<file path="src/verilog/pif_pkg.sv">
package pif_pkg;

  // Sizes
  localparam int NSRC   = 8;
  localparam int NFLAG  = 5;
  localparam int PC_W   = 16;
  localparam int NEV    = 4;

  // Opcodes
  localparam logic [7:0] OP_CLEAR_FLAGS  = 8'h24;
  localparam logic [7:0] OP_IRQ_ENABLE   = 8'h19;
  localparam logic [7:0] OP_IRQ_DISABLE  = 8'h1a;
  localparam logic [7:0] OP_SET_HANDLER  = 8'h25;
  localparam logic [7:0] OP_HANDLER_RET  = 8'h26;

  // Type byte meanings
  localparam logic [7:0] IRQ_GLOBAL      = 8'hff;
  localparam logic [7:0] CLR_ALL         = 8'h00;
  localparam logic [7:0] CLR_TIMEOUT     = 8'h01;
  localparam logic [7:0] CLR_ALARM       = 8'h02;
  localparam logic [7:0] CLR_DEVIATION   = 8'h03;
  localparam logic [7:0] CLR_POSITION    = 8'h04;
  localparam logic [7:0] CLR_SHUTDOWN    = 8'h05;

  // Error flag bits
  localparam int FLG_TIMEOUT   = 0;
  localparam int FLG_ALARM     = 1;
  localparam int FLG_DEVIATION = 2;
  localparam int FLG_POSITION  = 3;
  localparam int FLG_SHUTDOWN  = 4;

  // Reply status codes
  localparam logic [7:0] STS_OK        = 8'h64;
  localparam logic [7:0] STS_BAD_CSUM  = 8'h01;
  localparam logic [7:0] STS_BAD_CMD   = 8'h02;

  // Frame byte positions
  localparam logic [3:0] BYTE_ADDR     = 4'h0;
  localparam logic [3:0] BYTE_OP       = 4'h1;
  localparam logic [3:0] BYTE_TYPE     = 4'h2;
  localparam logic [3:0] BYTE_BANK     = 4'h3;
  localparam logic [3:0] BYTE_VAL3     = 4'h4;
  localparam logic [3:0] BYTE_VAL2     = 4'h5;
  localparam logic [3:0] BYTE_VAL1     = 4'h6;
  localparam logic [3:0] BYTE_VAL0     = 4'h7;
  localparam logic [3:0] BYTE_CSUM     = 4'h8;
  localparam logic [7:0] MODULE_ADDR   = 8'h01;

  // Register byte offsets
  localparam logic [7:0] REG_EVENT     = 8'h00;
  localparam logic [7:0] REG_MASK      = 8'h04;
  localparam logic [7:0] REG_FLAGS     = 8'h08;
  localparam logic [7:0] REG_ENABLE    = 8'h0c;
  localparam logic [7:0] REG_HANDLER   = 8'h10;

  // Event bits
  localparam int EV_CMD_DONE   = 0;
  localparam int EV_CSUM_ERR   = 1;
  localparam int EV_ENTER      = 2;
  localparam int EV_RETURN     = 3;

  // Reset values
  localparam logic [NEV-1:0] MASK_RST  = 4'h0;

  typedef struct packed {
    logic [7:0]  op;
    logic [7:0]  typ;
    logic [7:0]  bank;
    logic [31:0] value;
  } pif_cmd_t;

  typedef struct packed {
    logic [31:0]     acc;
    logic [31:0]     x;
    logic [7:0]      flags;
    logic [PC_W-1:0] pc;
  } pif_ctx_t;

  typedef struct packed {
    logic [3:0]                 byte_cnt;
    logic [7:0]                 sum;
    logic [7:0]                 frame_addr;
    pif_cmd_t                   host_cmd;
    logic                       host_pend;
    logic [NFLAG-1:0]           err_flags;
    logic [NSRC-1:0]            src_en;
    logic                       glob_en;
    logic [NSRC-1:0][PC_W-1:0]  set_handler_address_cmd;
    logic [NSRC-1:0]            set_handler_address_cmd_def;
    logic [NSRC-1:0]            pending;
    logic [NSRC-1:0]            src_prev;
    logic                       in_handler;
    pif_ctx_t                   saved;
    logic                       jump_valid;
    logic [PC_W-1:0]            jump_pc;
    logic                       restore_valid;
    pif_ctx_t                   restore;
    logic                       reply_valid;
    logic [7:0]                 reply_status;
    logic [7:0]                 reply_cmd;
    logic [NEV-1:0]             ev_sts;
    logic [NEV-1:0]             ev_mask;
    logic                       irq;
    logic                       wreq;
    logic [31:0]                rdata;
  } pif_state_t;

endpackage

</file>
<file path="src/verilog/pif_sync2.sv">
`timescale 1ns/1ps
module pif_sync2 #(
  parameter int W = pif_pkg::NSRC
) (
  // Clock and reset
  input  wire logic         clk,
  input  wire logic         rst_n,
  // Data
  input  wire logic [W-1:0] d,
  output logic      [W-1:0] q
);

  typedef struct packed {
    logic [W-1:0] s1;
    logic [W-1:0] s2;
  } pif_sync_t;

  pif_sync_t st_ff;
  pif_sync_t nxt_st;

  always_comb begin
    nxt_st    = st_ff;
    nxt_st.s1 = d;
    nxt_st.s2 = st_ff.s1;
  end

  always_ff @(posedge clk or negedge rst_n) begin
    if (!rst_n) begin
      st_ff <= '0;
    end else begin
      st_ff <= nxt_st;
    end
  end

  assign q = st_ff.s2;

endmodule // pif_sync2

</file>
<file path="src/verilog/pif_top.sv">
// Contract
// [RL1] Opcode 36 clears error flags chosen by type; bank and value ignored.
// [RL2] Clear type 0 all, 1 timeout, 2 alarm, 3 deviation, 4 position, 5 shutdown.
// [RL3] Direct commands answer status 100 on success; reply value meaningless.
// [RL4] Opcode 25 enables the source numbered by type; bank and value ignored.
// [RL5] Enable with number 255 sets the global interrupt enable.
// [RL6] Opcode 26 disables the source numbered by type; bank and value ignored.
// [RL7] Disable with number 255 clears the global interrupt enable.
// [RL8] Opcode 37 stores value as handler address for source numbered by type.
// [RL9] A later handler address replaces the stored one.
// [RL10] Opcode 38 ends the running handler, resuming normal execution.
// [RL11] Handler return restores saved accumulator, X, flags and program counter.
// [RL12] Programs end handlers with return and never fall into a handler.
// [RL13] Handler address and return commands belong in stored programs only; the code also runs them from host frames.
// [RL14] Frame: address, opcode, type, bank, value MSB first, checksum.
// [RL15] Checksum is the modulo 256 sum of preceding bytes, compared on receipt.
// [RL16] Enabled source saves context and jumps to its stored handler address.
// [RL17] No new handler starts until the running one has returned.
`timescale 1ns/1ps
module pif_top (
  // Clock and reset
  input  wire logic                        clk,
  input  wire logic                        rst_n,
  // Avalon-MM slave
  input  wire logic [7:0]                  avs_address,
  input  wire logic                        avs_read,
  input  wire logic                        avs_write,
  input  wire logic [31:0]                 avs_writedata,
  input  wire logic [3:0]                  avs_byteenable,
  output logic      [31:0]                 avs_readdata,
  output logic                             avs_waitrequest,
  output logic                             irq,
  // Host frame byte stream
  input  wire logic                        rx_valid,
  input  wire logic [7:0]                  rx_byte,
  output logic                             reply_valid,
  output logic      [7:0]                  reply_status,
  output logic      [7:0]                  reply_cmd,
  // Stored program command
  input  wire logic                        prog_valid,
  input  wire pif_pkg::pif_cmd_t           prog_cmd,
  // Executor context
  input  wire pif_pkg::pif_ctx_t           ctx_in,
  output logic                             jump_valid,
  output logic      [pif_pkg::PC_W-1:0]    jump_pc,
  output logic                             restore_valid,
  output pif_pkg::pif_ctx_t                restore_ctx,
  // Event sources
  input  wire logic [pif_pkg::NSRC-1:0]    irq_src_pin,
  input  wire logic [pif_pkg::NFLAG-1:0]   err_set,
  output logic      [pif_pkg::NFLAG-1:0]   err_flags
);

  pif_pkg::pif_state_t            st_ff;
  pif_pkg::pif_state_t            nxt_st;
  logic [pif_pkg::NSRC-1:0]       src_sync;
  pif_pkg::pif_cmd_t              cmd;
  logic                           exec_go;
  logic                           exec_direct;
  logic                           exec_ok;
  logic [pif_pkg::NFLAG-1:0]      clr_mask;
  logic [pif_pkg::NSRC-1:0]       src_rise;
  logic [pif_pkg::NSRC-1:0]       cand;
  logic [pif_pkg::NSRC-1:0]       take_bit;
  logic                           found;
  logic [2:0]                     sel;
  logic                           num_ok;
  logic [pif_pkg::NEV-1:0]        ev;
  logic                           bus_req;
  logic                           bus_take;
  logic                           bus_done;
  logic                           rd_event;

  pif_sync2 #(
    .W (pif_pkg::NSRC)
  ) u_src_sync (
    .clk   (clk),
    .rst_n (rst_n),
    .d     (irq_src_pin),
    .q     (src_sync)
  );

  always_comb begin
    nxt_st               = st_ff;
    nxt_st.jump_valid    = 1'b0;
    nxt_st.restore_valid = 1'b0;
    nxt_st.reply_valid   = 1'b0;
    cmd                  = prog_cmd;
    exec_go              = 1'b0;
    exec_direct          = 1'b0;
    exec_ok              = 1'b0;
    clr_mask             = '0;
    ev                   = '0;
    found                = 1'b0;
    sel                  = 3'h0;
    take_bit             = '0;

    // Command source, stored program first
    if (prog_valid) begin
      cmd     = prog_cmd;
      exec_go = 1'b1;
    end else if (st_ff.host_pend) begin
      cmd              = st_ff.host_cmd;
      exec_go          = 1'b1;
      exec_direct      = 1'b1;
      nxt_st.host_pend = 1'b0;
    end
    num_ok = (cmd.typ[7:3] == 5'h00);

    // Command execution
    if (exec_go) begin
      case (cmd.op)
        pif_pkg::OP_CLEAR_FLAGS: begin
          exec_ok = 1'b1;
          case (cmd.typ) // see [RL1]
            pif_pkg::CLR_ALL:       clr_mask = '1; // see [RL2]
            pif_pkg::CLR_TIMEOUT:   clr_mask[pif_pkg::FLG_TIMEOUT] = 1'b1; // see [RL2]
            pif_pkg::CLR_ALARM:     clr_mask[pif_pkg::FLG_ALARM] = 1'b1; // see [RL2]
            pif_pkg::CLR_DEVIATION: clr_mask[pif_pkg::FLG_DEVIATION] = 1'b1; // see [RL2]
            pif_pkg::CLR_POSITION:  clr_mask[pif_pkg::FLG_POSITION] = 1'b1; // see [RL2]
            pif_pkg::CLR_SHUTDOWN:  clr_mask[pif_pkg::FLG_SHUTDOWN] = 1'b1; // see [RL2]
            default:                clr_mask = '0;
          endcase
        end
        pif_pkg::OP_IRQ_ENABLE: begin
          exec_ok = 1'b1;
          if (cmd.typ == pif_pkg::IRQ_GLOBAL) begin
            nxt_st.glob_en = 1'b1; // see [RL5]
          end else if (num_ok) begin
            nxt_st.src_en[cmd.typ[2:0]] = 1'b1; // see [RL4]
          end
        end
        pif_pkg::OP_IRQ_DISABLE: begin
          exec_ok = 1'b1;
          if (cmd.typ == pif_pkg::IRQ_GLOBAL) begin
            nxt_st.glob_en = 1'b0; // see [RL7]
          end else if (num_ok) begin
            nxt_st.src_en[cmd.typ[2:0]] = 1'b0; // see [RL6]
          end
        end
        pif_pkg::OP_SET_HANDLER: begin
          exec_ok = 1'b1;
          if (num_ok) begin
            nxt_st.set_handler_address_cmd[cmd.typ[2:0]]     = cmd.value[pif_pkg::PC_W-1:0]; // see [RL8] [RL9]
            nxt_st.set_handler_address_cmd_def[cmd.typ[2:0]] = 1'b1; // see [RL8]
          end
        end
        pif_pkg::OP_HANDLER_RET: begin
          exec_ok = 1'b1;
          if (st_ff.in_handler) begin
            nxt_st.in_handler    = 1'b0; // see [RL10] [RL17]
            nxt_st.restore_valid = 1'b1; // see [RL11]
            nxt_st.restore       = st_ff.saved; // see [RL11]
            ev[pif_pkg::EV_RETURN] = 1'b1;
          end
        end
        default: exec_ok = 1'b0;
      endcase
      if (exec_direct) begin
        nxt_st.reply_valid  = 1'b1;
        nxt_st.reply_cmd    = cmd.op;
        nxt_st.reply_status = exec_ok ? pif_pkg::STS_OK : pif_pkg::STS_BAD_CMD; // see [RL3]
        ev[pif_pkg::EV_CMD_DONE] = 1'b1;
      end
    end

    // Error flags, a new event wins over a clear
    nxt_st.err_flags = (st_ff.err_flags & ~clr_mask) | err_set; // see [RL1]

    // Frame receiver
    if (rx_valid) begin
      if (st_ff.byte_cnt == pif_pkg::BYTE_CSUM) begin
        nxt_st.byte_cnt = 4'h0;
        nxt_st.sum      = 8'h00;
        if (st_ff.frame_addr == pif_pkg::MODULE_ADDR) begin
          if (rx_byte == st_ff.sum) begin // see [RL15]
            nxt_st.host_pend = 1'b1;
          end else begin
            nxt_st.reply_valid  = 1'b1;
            nxt_st.reply_cmd    = st_ff.host_cmd.op;
            nxt_st.reply_status = pif_pkg::STS_BAD_CSUM; // see [RL15]
            ev[pif_pkg::EV_CSUM_ERR] = 1'b1;
          end
        end
      end else begin
        nxt_st.byte_cnt = st_ff.byte_cnt + 4'h1;
        nxt_st.sum      = st_ff.sum + rx_byte; // see [RL15]
        case (st_ff.byte_cnt) // see [RL14]
          pif_pkg::BYTE_ADDR: nxt_st.frame_addr             = rx_byte;
          pif_pkg::BYTE_OP:   nxt_st.host_cmd.op            = rx_byte;
          pif_pkg::BYTE_TYPE: nxt_st.host_cmd.typ           = rx_byte;
          pif_pkg::BYTE_BANK: nxt_st.host_cmd.bank          = rx_byte;
          pif_pkg::BYTE_VAL3: nxt_st.host_cmd.value[31:24]  = rx_byte;
          pif_pkg::BYTE_VAL2: nxt_st.host_cmd.value[23:16]  = rx_byte;
          pif_pkg::BYTE_VAL1: nxt_st.host_cmd.value[15:8]   = rx_byte;
          pif_pkg::BYTE_VAL0: nxt_st.host_cmd.value[7:0]    = rx_byte;
          default:            nxt_st.byte_cnt               = 4'h0;
        endcase
      end
    end

    // Interrupt entry, lowest source number first
    src_rise        = src_sync & ~st_ff.src_prev;
    nxt_st.src_prev = src_sync;
    cand = st_ff.pending & st_ff.src_en & st_ff.set_handler_address_cmd_def;
    for (int i = pif_pkg::NSRC - 1; i >= 0; i--) begin
      if (cand[i]) begin
        found = 1'b1;
        sel   = 3'(i);
      end
    end
    if (found && st_ff.glob_en && !st_ff.in_handler) begin // see [RL16] [RL17]
      nxt_st.in_handler = 1'b1;
      nxt_st.saved      = ctx_in; // see [RL16]
      nxt_st.jump_valid = 1'b1;
      nxt_st.jump_pc    = st_ff.set_handler_address_cmd[sel]; // see [RL16]
      take_bit[sel]     = 1'b1;
      ev[pif_pkg::EV_ENTER] = 1'b1;
    end
    nxt_st.pending = (st_ff.pending & ~take_bit) | src_rise;

    // Avalon-MM slave, one wait cycle
    bus_req  = avs_read || avs_write;
    bus_take = bus_req && st_ff.wreq;
    bus_done = bus_req && !st_ff.wreq;
    nxt_st.wreq = !bus_take;
    rd_event = bus_done && avs_read && (avs_address == pif_pkg::REG_EVENT);
    if (bus_take) begin
      if (avs_read) begin
        nxt_st.rdata = 32'h0000_0000;
        case (avs_address)
          pif_pkg::REG_EVENT:   nxt_st.rdata[pif_pkg::NEV-1:0]   = st_ff.ev_sts;
          pif_pkg::REG_MASK:    nxt_st.rdata[pif_pkg::NEV-1:0]   = st_ff.ev_mask;
          pif_pkg::REG_FLAGS:   nxt_st.rdata[pif_pkg::NFLAG-1:0] = st_ff.err_flags;
          pif_pkg::REG_ENABLE:  nxt_st.rdata[8:0]  = {st_ff.glob_en, st_ff.src_en};
          pif_pkg::REG_HANDLER: nxt_st.rdata[23:0] = {st_ff.set_handler_address_cmd_def, st_ff.pending, 7'h00, st_ff.in_handler};
          default:              nxt_st.rdata = 32'h0000_0000;
        endcase
      end
    end
    if (bus_done && avs_write && (avs_address == pif_pkg::REG_MASK) && avs_byteenable[0]) begin
      nxt_st.ev_mask = avs_writedata[pif_pkg::NEV-1:0];
    end
    // Read clears only the bits it returned
    nxt_st.ev_sts = (st_ff.ev_sts & ~(rd_event ? st_ff.rdata[pif_pkg::NEV-1:0] : '0)) | ev;
    nxt_st.irq    = |(nxt_st.ev_sts & nxt_st.ev_mask);
  end

  always_ff @(posedge clk or negedge rst_n) begin
    if (!rst_n) begin
      st_ff         <= '0;
      st_ff.wreq    <= 1'b1;
      st_ff.ev_mask <= pif_pkg::MASK_RST;
    end else begin
      st_ff <= nxt_st;
    end
  end

  assign avs_readdata    = st_ff.rdata;
  assign avs_waitrequest = st_ff.wreq;
  assign irq             = st_ff.irq;
  assign reply_valid     = st_ff.reply_valid;
  assign reply_status    = st_ff.reply_status;
  assign reply_cmd       = st_ff.reply_cmd;
  assign jump_valid      = st_ff.jump_valid;
  assign jump_pc         = st_ff.jump_pc;
  assign restore_valid   = st_ff.restore_valid;
  assign restore_ctx     = st_ff.restore;
  assign err_flags       = st_ff.err_flags;

endmodule // pif_top
</file>
<file path="config.mk">
export PLATFORM = sky130hd
export DESIGN_NAME = pif_top
export DESIGN_NICKNAME = d
export VERILOG_FILES = /design/src/verilog/pif_pkg.sv /design/src/verilog/pif_sync2.sv /design/src/verilog/pif_top.sv
export SDC_FILE = /design/constraint.sdc
export NUM_CORES = 1
export LEC_CHECK = 0
export BUFFER_PORTS_ARGS = -buffer_cell sky130_fd_sc_hd__buf_2
export CAP_MARGIN = 5
export CORE_AREA = 2 2 191 193
export DETAILED_ROUTE_END_ITERATION = 12
export DIE_AREA = 0 0 193 195
export PLACE_DENSITY = 0.84
export SYNTH_ARGS = -nofsm -noshare
export SYNTH_HDL_FRONTEND = slang
export SYNTH_SLANG_ARGS = --single-unit
</file>
<file path="constraint.sdc">
create_clock -name clk -period 5.7 [get_ports clk]
set_input_delay 0.285 -clock clk [delete_from_list [all_inputs] [get_ports clk]]
set_output_delay 0.285 -clock clk [all_outputs]
set_load 0.05 [all_outputs]
</file>
## Word-level counts from Yosys, hierarchy flattened

Cells that the tools add are included.

| storage, ports and cells | value |
|---|---|
| flip-flop bits (word level) | 505 |
| bits of input ports | 215 |
| output and inout bits | 162 |
| word-level logic and storage cells | 229 |

| operators by class | value |
|---|---|
| bitwise gates (word level) | 19 |
| reductions and logical operators | 44 |
| magnitude comparators | 4 |
| add/subtract/negate cells | 2 |
| mux-type cells | 82 |
| equal/unequal tests | 31 |

Operators by type and width:

| operator | count |
|---|---|
| $mux 106 | 2 |
| $mux 89 | 2 |
| $bwmux 128 | 1 |
| $mux 56 | 2 |
| $mux 17 | 5 |
| $bmux 16 s3 | 1 |
| $demux 16 s3 | 1 |
| $and 8x8->8 | 5 |
| $mux 8 | 5 |
| $mux 1 | 39 |
| $mux 16 | 2 |
| $reduce_and 3->1 | 10 |
| $eq 8x3->1 const B | 3 |
| $eq 8x5->1 const B | 3 |
| $eq 8x6->1 const B | 3 |
| $mux 3 | 8 |
| $not 8->8 | 3 |
| $or 8x8->8 | 3 |
| $pmux 4 s5 | 1 |
| $pmux 9 s2 | 1 |
| $eq 4x3->1 const B | 4 |
| $eq 8x1->1 const B | 2 |
| $eq 8x2->1 const B | 2 |
| $eq 8x4->1 const B | 2 |
| other kinds (39) | 72 |

## Longest topological paths before layout

Gate-level depths: netlist (run 1).

| depth | value |
|---|---|
| depth after elaboration | 18 |
| gate-level depth with buffers | 10 |

## Cells and area by module

From an unflattened synthesis (run 1), not the netlist that was laid out.

| second synthesis, totals | value |
|---|---|
| cell total of the unflattened synthesis | 1913 |
| area total of the unflattened synthesis | 20773.7 sq um |

By module, submodules not included:

| module | seq. area each (sq um) | area an instance (sq um) | cells each | instances |
|---|---|---|---|---|
| pif_top | 11637.4 | 20373.3 | 1897 | 1 |
| pif_sync2 | 400.4 | 400.4 | 16 | 1 |

## Worst setup path after synthesis (run 1)

No wires, ideal clock.

| timing path | value |
|---|---|
| path kind | reg-to-reg |
| start | register st_ff[493] (netlist name) |
| end | register st_ff, in the netlist reply_cmd[5] |
| cell stages (with the launch flop) | 11 |
| slack | 3.516 ns |
| period minus slack after synthesis | 2.184 ns |
| data arrival time | 2.059 ns |
| buffers on the path | 2 |
| cell sequence | dfrtp_1 inv_1 ha_1 nand3b_4 nor4b_1 nand4b_1 nor2b_2 nand2b_1 buf_4 buf_6 mux2_2 |

RTL lines:

| element | line | RTL |
|---|---|---|
| start, declared | pif_top.sv:54 | `pif_pkg::pif_state_t st_ff;` |
| start signal, assigned | pif_top.sv:255 | `st_ff <= nxt_st;` |

==> results of run 1 <==
registers in the layout, summed over array words and instances (netlist names), 5 cells and up, named ones only:
register           cells
u_src_sync.nxt_st      8
reply_status           8
st_ff                303
u_src_sync.q           8
reply_cmd              8
avs_readdata          24
jump_pc               16
restore_ctx           88
err_flags              5
synthesized netlist by cell type, drive strengths merged (3+ instances only):
library cell and n:
nand2 453, and3 25, nand3b 6, o221ai 7, nand2b 13, dfrtp 480, a21oi 38, xor2 4
mux2 157, nor3 6, a32o 7, mux2i 31, nand3 23, nor2b 8, a221oi 7, nor4 4
buf 224, mux4 3, o22ai 8, a222oi 7, a22o 24, a41oi 7, xnor2 4, nand4 6
o21ai 173, clkbuf 29, o31ai 4, a22oi 19, inv 30, a21o 10, ha 11, and2 10
nor4bb 5, nor2 27
worst paths after layout:
check                                               start                     endpoint  slack [ns]  depth (start not counted)
max reg2reg                          st_ff[267]$_DFF_PN0_         st_ff[263]$_DFF_PN0_        2.04                          8
min                                            rx_byte[1]       st_ff[478]$_DFFE_PN0P_        0.07                          2
max in group asynchronous                           rst_n  restore_ctx[31]$_DFFE_PN0P_        3.71                          3
max                                  st_ff[267]$_DFF_PN0_         st_ff[263]$_DFF_PN0_        2.04                          8
min in group asynchronous                           rst_n       st_ff[490]$_DFFE_PN0P_        0.42                          2
min reg2reg                u_src_sync.nxt_st[2]$_DFF_PN0_    u_src_sync.q[2]$_DFF_PN0_        0.34                          0
routing by layer:
metal | wire [um] | up-vias
met1 | 21320 | 7689
met4 | 3058 | 2
met2 | 27890 | 734
met3 | 4732 | 201
met5 | 16 | -
li1 | - | 6784
where the power goes:
| part | switching, mW | total (mW) | internal [mW] |
|---|---|---|---|
| registers | 0.168 | 3.81 | 3.64 |
| logic | 0.605 | 1.04 | 0.430 |
| clock network | 1.33 | 3.16 | 1.83 |
cells in the final DEF (no fill, tap or decap), types with 24 or more instances in the layout:
cell type and instances:
dfrtp_1 480, nand2_1 451, buf_2 312, mux2_2 156, dlygate4sd3_1 108, o21ai_1 103, o21ai_0 49, clkbuf_16 49
a21oi_1 37, inv_1 29, mux2i_1 29, and3_1 25, nor2_1 24, a22o_1 24
final cells by class:
class | count | share of cell area
flip-flops and latches | 481 | 0.4943
repair buffers | 429 | 0.1131
clock inverters | 19 | 0.006371
well taps | 461 | 0.02369
multi-input cells | 1141 | 0.2990
inverters | 30 | 0.004624
diodes | 2 | 0.0002055
clock buffers | 68 | 0.05862
critical path: stages, from the launching register on:
cell and delay (ns):
dfrtp_1 0.41, nand3_1 0.13, nand2_1 0.90, o31ai_4 0.33, inv_2 0.12, buf_4 0.69, nand2_1 0.51, o21ai_0 0.29
o21ai_0 0.12
cells by family (layout without fill, tap and decap cells):
family                   Yosys count  count (layout)  share of synthesized area
XOR/XNOR                           8               8                   0.003310
buffers and inverters            283             546                    0.08915
other                              1              10                  0.0001772
flip-flops                       481             481                     0.5688
AND/OR/NAND/NOR                  598             598                     0.1288
AO/OA/AOI/OAI                    324             324                    0.09974
multiplexers                     191             191                     0.1026
adder cells (fa/ha/maj)           12              12                   0.007449
stage by stage:
stage	setup slack (ns)	cell area, sq um
after global routing	1.627	24350
after detailed placement	2.020	21680
final	2.043	24350
after floorplan	3.516	21190
after global placement	2.115	21680
after CTS	1.969	24350
==> run_results.csv, run 1 <==
group,metric,value,unit
yosys,synth_top_cell_area_share,0.5675,
cts,numCtsBuffers,48,
hold_path,worstHoldPathType,"in -> reg",
cts,cts_sinks,481,
layout,multi_input_area,7282,sq um
drt,drc_errors,0,
sta,slew_headroom,0.1853,
yosys,async_flop_share,1.000,
drt,drt_first_pass_iters,5,
drt,drtAntennaViolNets,0,
layout,fin_cells,2631,
power_and_ir_drop,totalPowerFinal,8.008,mW
cts,clk_path_buf_depth,3,
floorplan,die-area,37640,sq um
grt,grt_max_degree,187,
floorplan,floorplan.initialDensity,0.5979,
layout,nFillCells,2331,
worst_setup_path,start_kind,"flop",
yosys,synth_largest_area_cell,"dfrtp_1",
run_status,outcome,"completed",
yosys,netlist_instances,1898,
grt,track_usage,0.3020,
floorplan,rows,69,
cts,root_buffer,"clkbuf_16",
drt,drt_iter0_drc,1101,
power_and_ir_drop,ir_worst_vdd,0.2871,mV
floorplan,core,35400,sq um
grt,use_met2,0.5040,
layout,register_area,12040,sq um
placement,placedCellCount,2434,
cts,postCtsHoldBufs,108,
yosys,syn_area,21160,sq um
worst_setup_path,cp.arrival,4.10,ns
sta,setup_tns,0,ns
placement,io_buffers,313,
cts,cts_max_level,2,
sta,setup_viol,0,
yosys,synth_seq_cells,481,
layout,drive_above_1_share,0.2841,
grt,met1_usage,0.3628,
placement,dp_hpwl,34.21,mm
sta,period_share,0.6416,
floorplan,die_width,193,um
sta,final-hold-violation-count,0,
yosys,synth-warning-count,0,
grt,grt_pass1_wl,87.77,mm
yosys,ys.flop_type,"dfrtp_1",
sta,hold_ws,0.07218,ns
sta,max_freq,273.4,MHz
worst_setup_path,worstSetupEndpointType,"flop",
grt,antenna_found_initial,3,
cts,cts_resized,0,
grt,met3_usage,0.07009,
drt,vias,15410,
power_and_ir_drop,p_leak,11.90,nW
layout,num-nets-final,2358,
sta,skew,0.01744,ns
floorplan,die_y,195,um
worst_setup_path,required,6.14,ns
worst_setup_path,critical_path_class,"reg -> reg",
yosys,synth_area_leaders,"dfrtp_1 (57%), mux2_2 (8.3%), nand2_1 (8.0%)",
yosys,synth_edf_count,0,
yosys,synth_area_per_cell,11.15,sq um
cts,clk_latency,0.57,ns
drt,via_per_inst,5.857,
flow_run,drv_cap,0,
yosys,ys_seq_area_frac,0.5688,
placement,routabilityCongestion,0.8312,
yosys,yosysUniqueCellTypes,76,
sta,layout_min_cycle_time,3.657,ns
sta,tightest_slew,1.219,ns
grt,grt_overflow_total,0,
cts,cts_tree,"built",
worst_setup_path,path_max_fanout,91,
drt,drt-total-wl,57.01,mm
grt,top_usage_layer,"met2",
floorplan,io_pins,377,
sta,slew_viol_final,0,
cts,clkTransAtPathRegs,0.06,ns
sta,rsz0062_at_grt,"no",
cts,postCtsSetupBuffers,0,
layout,area.growth.synth_to_final,15.06,%
grt,first_global_vias,16005,
power_and_ir_drop,p_per_area,328.8,nW/um^2
layout,fin_util,0.6880,
drt,avgRoutedWirePerCell,21.67,um
(Power assumes the default switching activity.)
==> run 2, diff against run 1 <==
--- a/config.mk
+++ b/config.mk
@@ -7,10 +7,10 @@
 export LEC_CHECK = 0
 export BUFFER_PORTS_ARGS = -buffer_cell sky130_fd_sc_hd__buf_2
 export CAP_MARGIN = 5
-export CORE_AREA = 2 2 191 193
+export CORE_AREA = 2 2 207 209
 export DETAILED_ROUTE_END_ITERATION = 12
-export DIE_AREA = 0 0 193 195
-export PLACE_DENSITY = 0.84
+export DIE_AREA = 0 0 209 211
+export PLACE_DENSITY = 0.76
 export SYNTH_ARGS = -nofsm -noshare
 export SYNTH_HDL_FRONTEND = slang
 export SYNTH_SLANG_ARGS = --single-unit
==> constraint.sdc (replaced) <==
create_clock -name clk -period 3 [get_ports clk]
set_input_delay 0.15 -clock clk [delete_from_list [all_inputs] [get_ports clk]]
set_output_delay 0.15 -clock clk [all_outputs]
set_load 0.05 [all_outputs]
==> run 2 against run 1 <==
  * Critical path depth down 1
  * Clock skew down 0.0074 ns
  * Die area up 17%
  * Via count about the same
  * Count of clock-buffer cells in the layout down 1
  * Total power up 100%
  * Sequential power up 90%
  * Worst hold slack worse by 0.044 ns
  * Sequential share of layout area down 1.9 points
  * Core utilization down 8.2 points
  * First-iteration DRC count up 34%
  * Non-clock buffer count up 64
  * Largest cell class unchanged
  * Largest power group unchanged
==> run_results.csv, run 2 (synthesis results as in run 1) <==
group,metric,value,unit
run_status,outcome,"completed",
drt,met3_length,3.627,mm
layout,max_flop_register,"st_ff",
grt,track_usage,0.2546,
drt,drt-total-wl,56.42,mm
layout,largest_reg_flops,303,
sta,hold_ws,0.02799,ns
placement,io_buffers,313,
power_and_ir_drop,p_sw,4.076,mW
sta,period_share,0.8798,
cts,clk_path_buf_depth,3,
cts,postCtsSetupBuffers,0,
power_and_ir_drop,totalPowerFinal,15.99,mW
drt,drtAntennaViolNets,0,
power_and_ir_drop,p_leak,12.33,nW
drt,vias,15404,
power_and_ir_drop,p_int,11.92,mW
sta,setup_tns,0,ns
grt,antenna_found_initial,1,
placement,routabilityCongestion,0.8264,
sta,rsz0062_at_grt,"no",
sta,skew,0.01005,ns
layout,fin_util,0.6061,
worst_setup_path,slowest_stage,"and2_2",
power_and_ir_drop,pwr-share-clk,0.421,
worst_setup_path,critical_path_class,"reg -> reg",
floorplan,rows,75,
sta,slew_viol_final,0,
hold_path,worstHoldPathType,"in -> reg",
cts,cts_max_level,2,
grt,grt_max_degree,98,
sta,max_freq,378.9,MHz
worst_setup_path,cp.arrival,3.07,ns
drt,highest_layer,"met4",
flow_run,drv_cap,0,
drt,drt_first_pass_iters,6,
power_and_ir_drop,switching_share,0.2549,
worst_setup_path,max_stage_delay,0.49,ns
sta,tightest_slew,1.181,ns
layout,design_area,25310,sq um
floorplan,floorplan.initialDensity,0.5068,
drt,drt_iter0_drc,1477,
layout,most-common-layout-cells,"dfrtp_1 (480), nand2_1 (451), buf_2 (312), mux2_2 (156), dlygate4sd3_1 (124)",
sta,setup_viol,0,
worst_setup_path,path_max_fanout,33,
power_and_ir_drop,ir_worst_vdd,0.4637,mV
cts,cts_resized,0,
placement,dp_hpwl,36.31,mm
power_and_ir_drop,p_per_area,631.9,nW/um^2
floorplan,io_pins,377,
layout,nFillCells,3101,
layout,area.growth.synth_to_final,19.60,%
layout,drive_above_1_share,0.2982,
worst_setup_path,worstSetupEndpointType,"flop",
worst_setup_path,worst-path-buf-inv,0,
drt,avgRoutedWirePerCell,20.32,um
drt,wl_met1,22.81,mm
cts,clkTransAtPathRegs,0.06,ns
sta,slew_headroom,0.2057,
floorplan,die-area,44100,sq um
power_and_ir_drop,pwr-share-seq,0.452,
drt,drc_errors,0,
grt,first_global_vias,15889,
worst_setup_path,crit_family,"simple AND/OR/NAND/NOR gates",
grt,grt_pass1_wl,88.26,mm
sta,layout_min_cycle_time,2.639,ns
placement,dpl_cell_area,22260,sq um
drt,via_per_inst,5.547,
cts,root_buffer,"clkbuf_16",
floorplan,core,41760,sq um
placement,place_ws,0.4089,ns
power_and_ir_drop,combPwrFrac,0.126,
floorplan,die_width,209,um
layout,final_common_cell,"dfrtp_1",
cts,clk_latency,0.59,ns
worst_setup_path,start_kind,"flop",
placement,placedCellCount,2560,
grt,grt_overflow_total,0,
sta,final-hold-violation-count,0,
worst_setup_path,required,3.43,ns
sta,fin_ws,0.3605,ns
floorplan,die_y,211,um
cts,cts_tree,"built",
layout,num-nets-final,2423,
worst_setup_path,path_cells,"nor4_2 > nand3b_1 > o21ai_0 > and2_2 > nand3_4 > nand2_1 > o21ai_1",
cts,cts_sinks,481,
cts,postCtsHoldBufs,124,
cts,numCtsBuffers,49,
layout,fin_cells,2777,
drt,wl_met2,28.18,mm
run 2: cell types whose count changed in the layout (fill, tap and decap cells not counted), moves of 2 or more:
cell           delta
buf_4            +38
dlygate4sd3_1    +16
clkbuf_8          -3
clkbuf_16         +2
bufinv_16         +7
buf_12           +10
clkinvlp_4        +2
clkinv_2          -5
run 2: worst paths after layout:
check	endpoint	from	cells past startpoint	slack, ns
max	st_ff[340]$_DFFE_PN0P_	st_ff[465]$_DFFE_PN0P_	7	0.36
min in group asynchronous	st_ff[481]$_DFFE_PN0P_	rst_n	2	0.20
min reg2reg	u_src_sync.q[4]$_DFF_PN0_	u_src_sync.nxt_st[4]$_DFF_PN0_	0	0.35
max in group asynchronous	avs_waitrequest$_DFF_PN1_	rst_n	3	1.85
min	st_ff[371]$_DFFE_PN0P_	prog_cmd[13]	4	0.03
max reg2reg	st_ff[340]$_DFFE_PN0P_	st_ff[465]$_DFFE_PN0P_	7	0.36
run 2: layer usage:
layer,global-route usage,up-vias
li1,-,6922
met1,0.3193,7758
met2,0.4391,593
met3,0.05308,131
met4,0.09015,0
met5,0,-
run 2: area by class of cell:
| class | count | area [sq um] | share of cell area |
|---|---|---|---|
| multi-input combinational | 1141 | 7274 | 0.2874 |
| clock buffer | 67 | 1436 | 0.05675 |
| sequential | 481 | 12040 | 0.4756 |
| tap | 539 | 674.4 | 0.02664 |
| antenna | 1 | 2.502 | 0.00009886 |
| clock inverter | 25 | 372.9 | 0.01473 |
| inverter | 30 | 112.6 | 0.004449 |
| timing repair buffer | 493 | 3401 | 0.1344 |
run 2: worst min-delay path, delay by kind of cell:
family | cells | cell delay [ns]
buffers and inverters | 2 | 0.25
multiplexers | 1 | 0.06
AO/OA/AOI/OAI | 1 | 0.11
run 2: power by group through the flow:
stage          Clock (mW)  Combinational, mW  Sequential (mW)
6_report             6.74               2.02             7.24
5_1_grt              7.11               2.17             7.28
4_1_cts              6.83               2.02             7.22
3_5_place_dp            0               1.87             7.34
3_3_place_gp            0               1.80             7.30
2_1_floorplan           0               1.44             7.25
==> run 3, diff against run 2 <==
--- a/config.mk
+++ b/config.mk
@@ -11,6 +11,8 @@
 export DETAILED_ROUTE_END_ITERATION = 12
 export DIE_AREA = 0 0 209 211
 export PLACE_DENSITY = 0.76
+export RECOVER_POWER = 50
+export REMOVE_ABC_BUFFERS = 1
 export SYNTH_ARGS = -nofsm -noshare
 export SYNTH_HDL_FRONTEND = slang
 export SYNTH_SLANG_ARGS = --single-unit
==> run 3 against run 2 <==
  * The run now ends with max-capacitance violations, max-slew violations left
  * Cell area decreased by 1.3%
  * Sequential share of layout area increased by 0.61 points
  * Worst setup slack improved by 0.019 ns
  * First-iteration DRC count decreased by 12%
  * Routed wire length decreased by 4.8%
  * Die area unchanged
  * Core utilization decreased by 0.77 points
  * Count of clock-buffer cells in the layout unchanged
  * Register-to-register slack improved by 0.02 ns
  * Combinational power decreased by 2%
  * Worst hold slack got worse by 0.0019 ns
  * Critical path type unchanged
  * Critical endpoint is now st_ff[285]$_DFFE_PN0P_
  * Largest cell class unchanged
==> run_results.csv, run 3 (synthesis results as in run 1) <==
group,metric,value,unit
cts,cts_sinks,481,
sta,max_freq,381.6,MHz
drt,drtAntennaViolNets,0,
power_and_ir_drop,totalPowerFinal,15.73,mW
cts,clk_path_buf_depth,3,
layout,most-common-layout-cells,"dfrtp_1 (480), nand2_1 (451), buf_2 (265), mux2_2 (156), dlygate4sd3_1 (127)",
sta,slew_headroom,-0.2874,
floorplan,io_pins,377,
placement,routabilityCongestion,0.8395,
run_status,violations,"max-capacitance violations, max-slew violations",
worst_setup_path,slowest_stage,"dfrtp_1",
floorplan,core,41760,sq um
grt,grt_overflow_total,0,
layout,largest_reg_flops,303,
layout,num-nets-final,2412,
drt,avgRoutedWirePerCell,19.41,um
hold_path,worstHoldPathType,"in -> reg",
sta,slew_viol_final,67,
run_status,outcome,"finished with violations",
layout,fin_util,0.5984,
cts,clk_latency,0.61,ns
grt,first_global_vias,16026,
sta,layout_min_cycle_time,2.621,ns
layout,final_common_cell,"dfrtp_1",
cts,cts_resized,0,
placement,dp_hpwl,33.86,mm
layout,max_flop_register,"st_ff",
grt,antenna_found_initial,4,
power_and_ir_drop,ir_worst_vdd,0.5308,mV
floorplan,die-area,44100,sq um
grt,track_usage,0.2466,
floorplan,rows,75,
flow_run,drv_cap,1,
drt,drt_first_pass_iters,5,
grt,grt_pass1_wl,86.04,mm
power_and_ir_drop,p_leak,11.99,nW
worst_setup_path,start_kind,"flop",
sta,final-hold-violation-count,0,
placement,io_buffers,313,
worst_setup_path,max_stage_delay,0.47,ns
sta,setup_viol,0,
floorplan,die_y,211,um
layout,drive_above_1_share,0.2709,
drt,via_per_inst,5.481,
cts,cts_max_level,2,
sta,skew,0.02108,ns
cts,cts_tree,"built",
worst_setup_path,required,3.44,ns
cts,numCtsBuffers,50,
drt,vias,15167,
worst_setup_path,worstSetupEndpointType,"flop",
sta,rsz0062_at_grt,"no",
drt,drc_errors,0,
worst_setup_path,cp.arrival,3.06,ns
drt,drt-total-wl,53.70,mm
worst_setup_path,path_max_fanout,33,
cts,root_buffer,"clkbuf_16",
layout,area.growth.synth_to_final,18.07,%
worst_setup_path,critical_path_class,"reg -> reg",
sta,tightest_slew,1.931,ns
drt,drt_iter0_drc,1294,
floorplan,die_width,209,um
power_and_ir_drop,p_per_area,629.6,nW/um^2
worst_setup_path,crit_top_cell,"nand2_1",
sta,period_share,0.8735,
layout,nFillCells,3204,
cts,clkTransAtPathRegs,0.06,ns
worst_setup_path,path_cells,"and2b_4 > nand2_1 > a21oi_2 > and2_2 > nand3_4 > nand2_1 > o21ai_1",
floorplan,floorplan.initialDensity,0.5068,
grt,grt_max_degree,94,
run 3: through the flow:
step / worst slack [ns] / cells / hold slack, ns / cell area [sq um] / TNS, ns
after floorplan: -2.199 / 1652 / -0.1456 / 19420 / -283.40
after global placement: 0.4945 / 2545 / 0.1659 / 22080 / 0
after detailed placement: 0.4140 / 2545 / 0.1780 / 22080 / 0
after CTS: 0.3910 / 2765 / 0.0009908 / 25100 / 0
after global routing: 0.1222 / 2765 / 0.02883 / 24980 / 0
final: 0.3794 / 2767 / 0.02612 / 24990 / 0
run 3: final timing paths:
path | startpoint | cells past startpoint | endpoint | slack, ns
setup reg to reg | st_ff[420]$_DFF_PN0_ | 7 | st_ff[285]$_DFFE_PN0P_ | 0.38
min in group asynchronous | rst_n | 2 | st_ff[36]$_DFF_PN0_ | 0.63
max in group asynchronous | rst_n | 3 | avs_readdata[8]$_DFFE_PN0P_ | 0.63
hold reg to reg | u_src_sync.nxt_st[4]$_DFF_PN0_ | 0 | u_src_sync.q[4]$_DFF_PN0_ | 0.35
setup / recovery | st_ff[420]$_DFF_PN0_ | 7 | st_ff[285]$_DFFE_PN0P_ | 0.38
hold / removal | prog_cmd[40] | 4 | err_flags[1]$_DFF_PN0_ | 0.03
run 3: per-layer routing:
layer / vias up / share of wire / track usage
li1: 6904 / - / -
met1: 7531 / 0.39 / 0.3009
met2: 567 / 0.49 / 0.4139
met3: 159 / 0.071 / 0.06274
met4: 6 / 0.044 / 0.1133
met5: - / 0.00069 / 0
run 3: worst max-delay path: cells and delay by family, from the launching register on:
family	cells	cell delay (ns)
AO/OA/AOI/OAI	2	0.37
flip-flops	1	0.47
AND/OR/NAND/NOR	5	1.61
run 3: cell type report:
class                           instances  area, sq um  share of cell area
Antenna cell                            2        5.005           0.0002003
Clock buffer                           67         1405             0.05623
Clock inverter                         26        344.1             0.01377
Inverter                               30        112.6            0.004506
Multi-Input combinational cell       1141         7266              0.2908
Sequential cell                       481        12040              0.4817
Tap cell                              539        674.4             0.02699
Timing Repair Buffer                  481         3144              0.1258
run 3: timing repair:
| action | in CTS | in global routing |
|---|---|---|
| hold buffers | 127 | 0 |
| hold endpoints to repair | 236 | 0 |
| buffers inserted | 0 | 0 |
run 3: where the power goes:
group | internal, mW | total (mW) | switching (mW)
Clock | 3.85 | 6.51 | 2.66
Combinational | 0.829 | 1.98 | 1.15
Sequential | 6.92 | 7.24 | 0.322
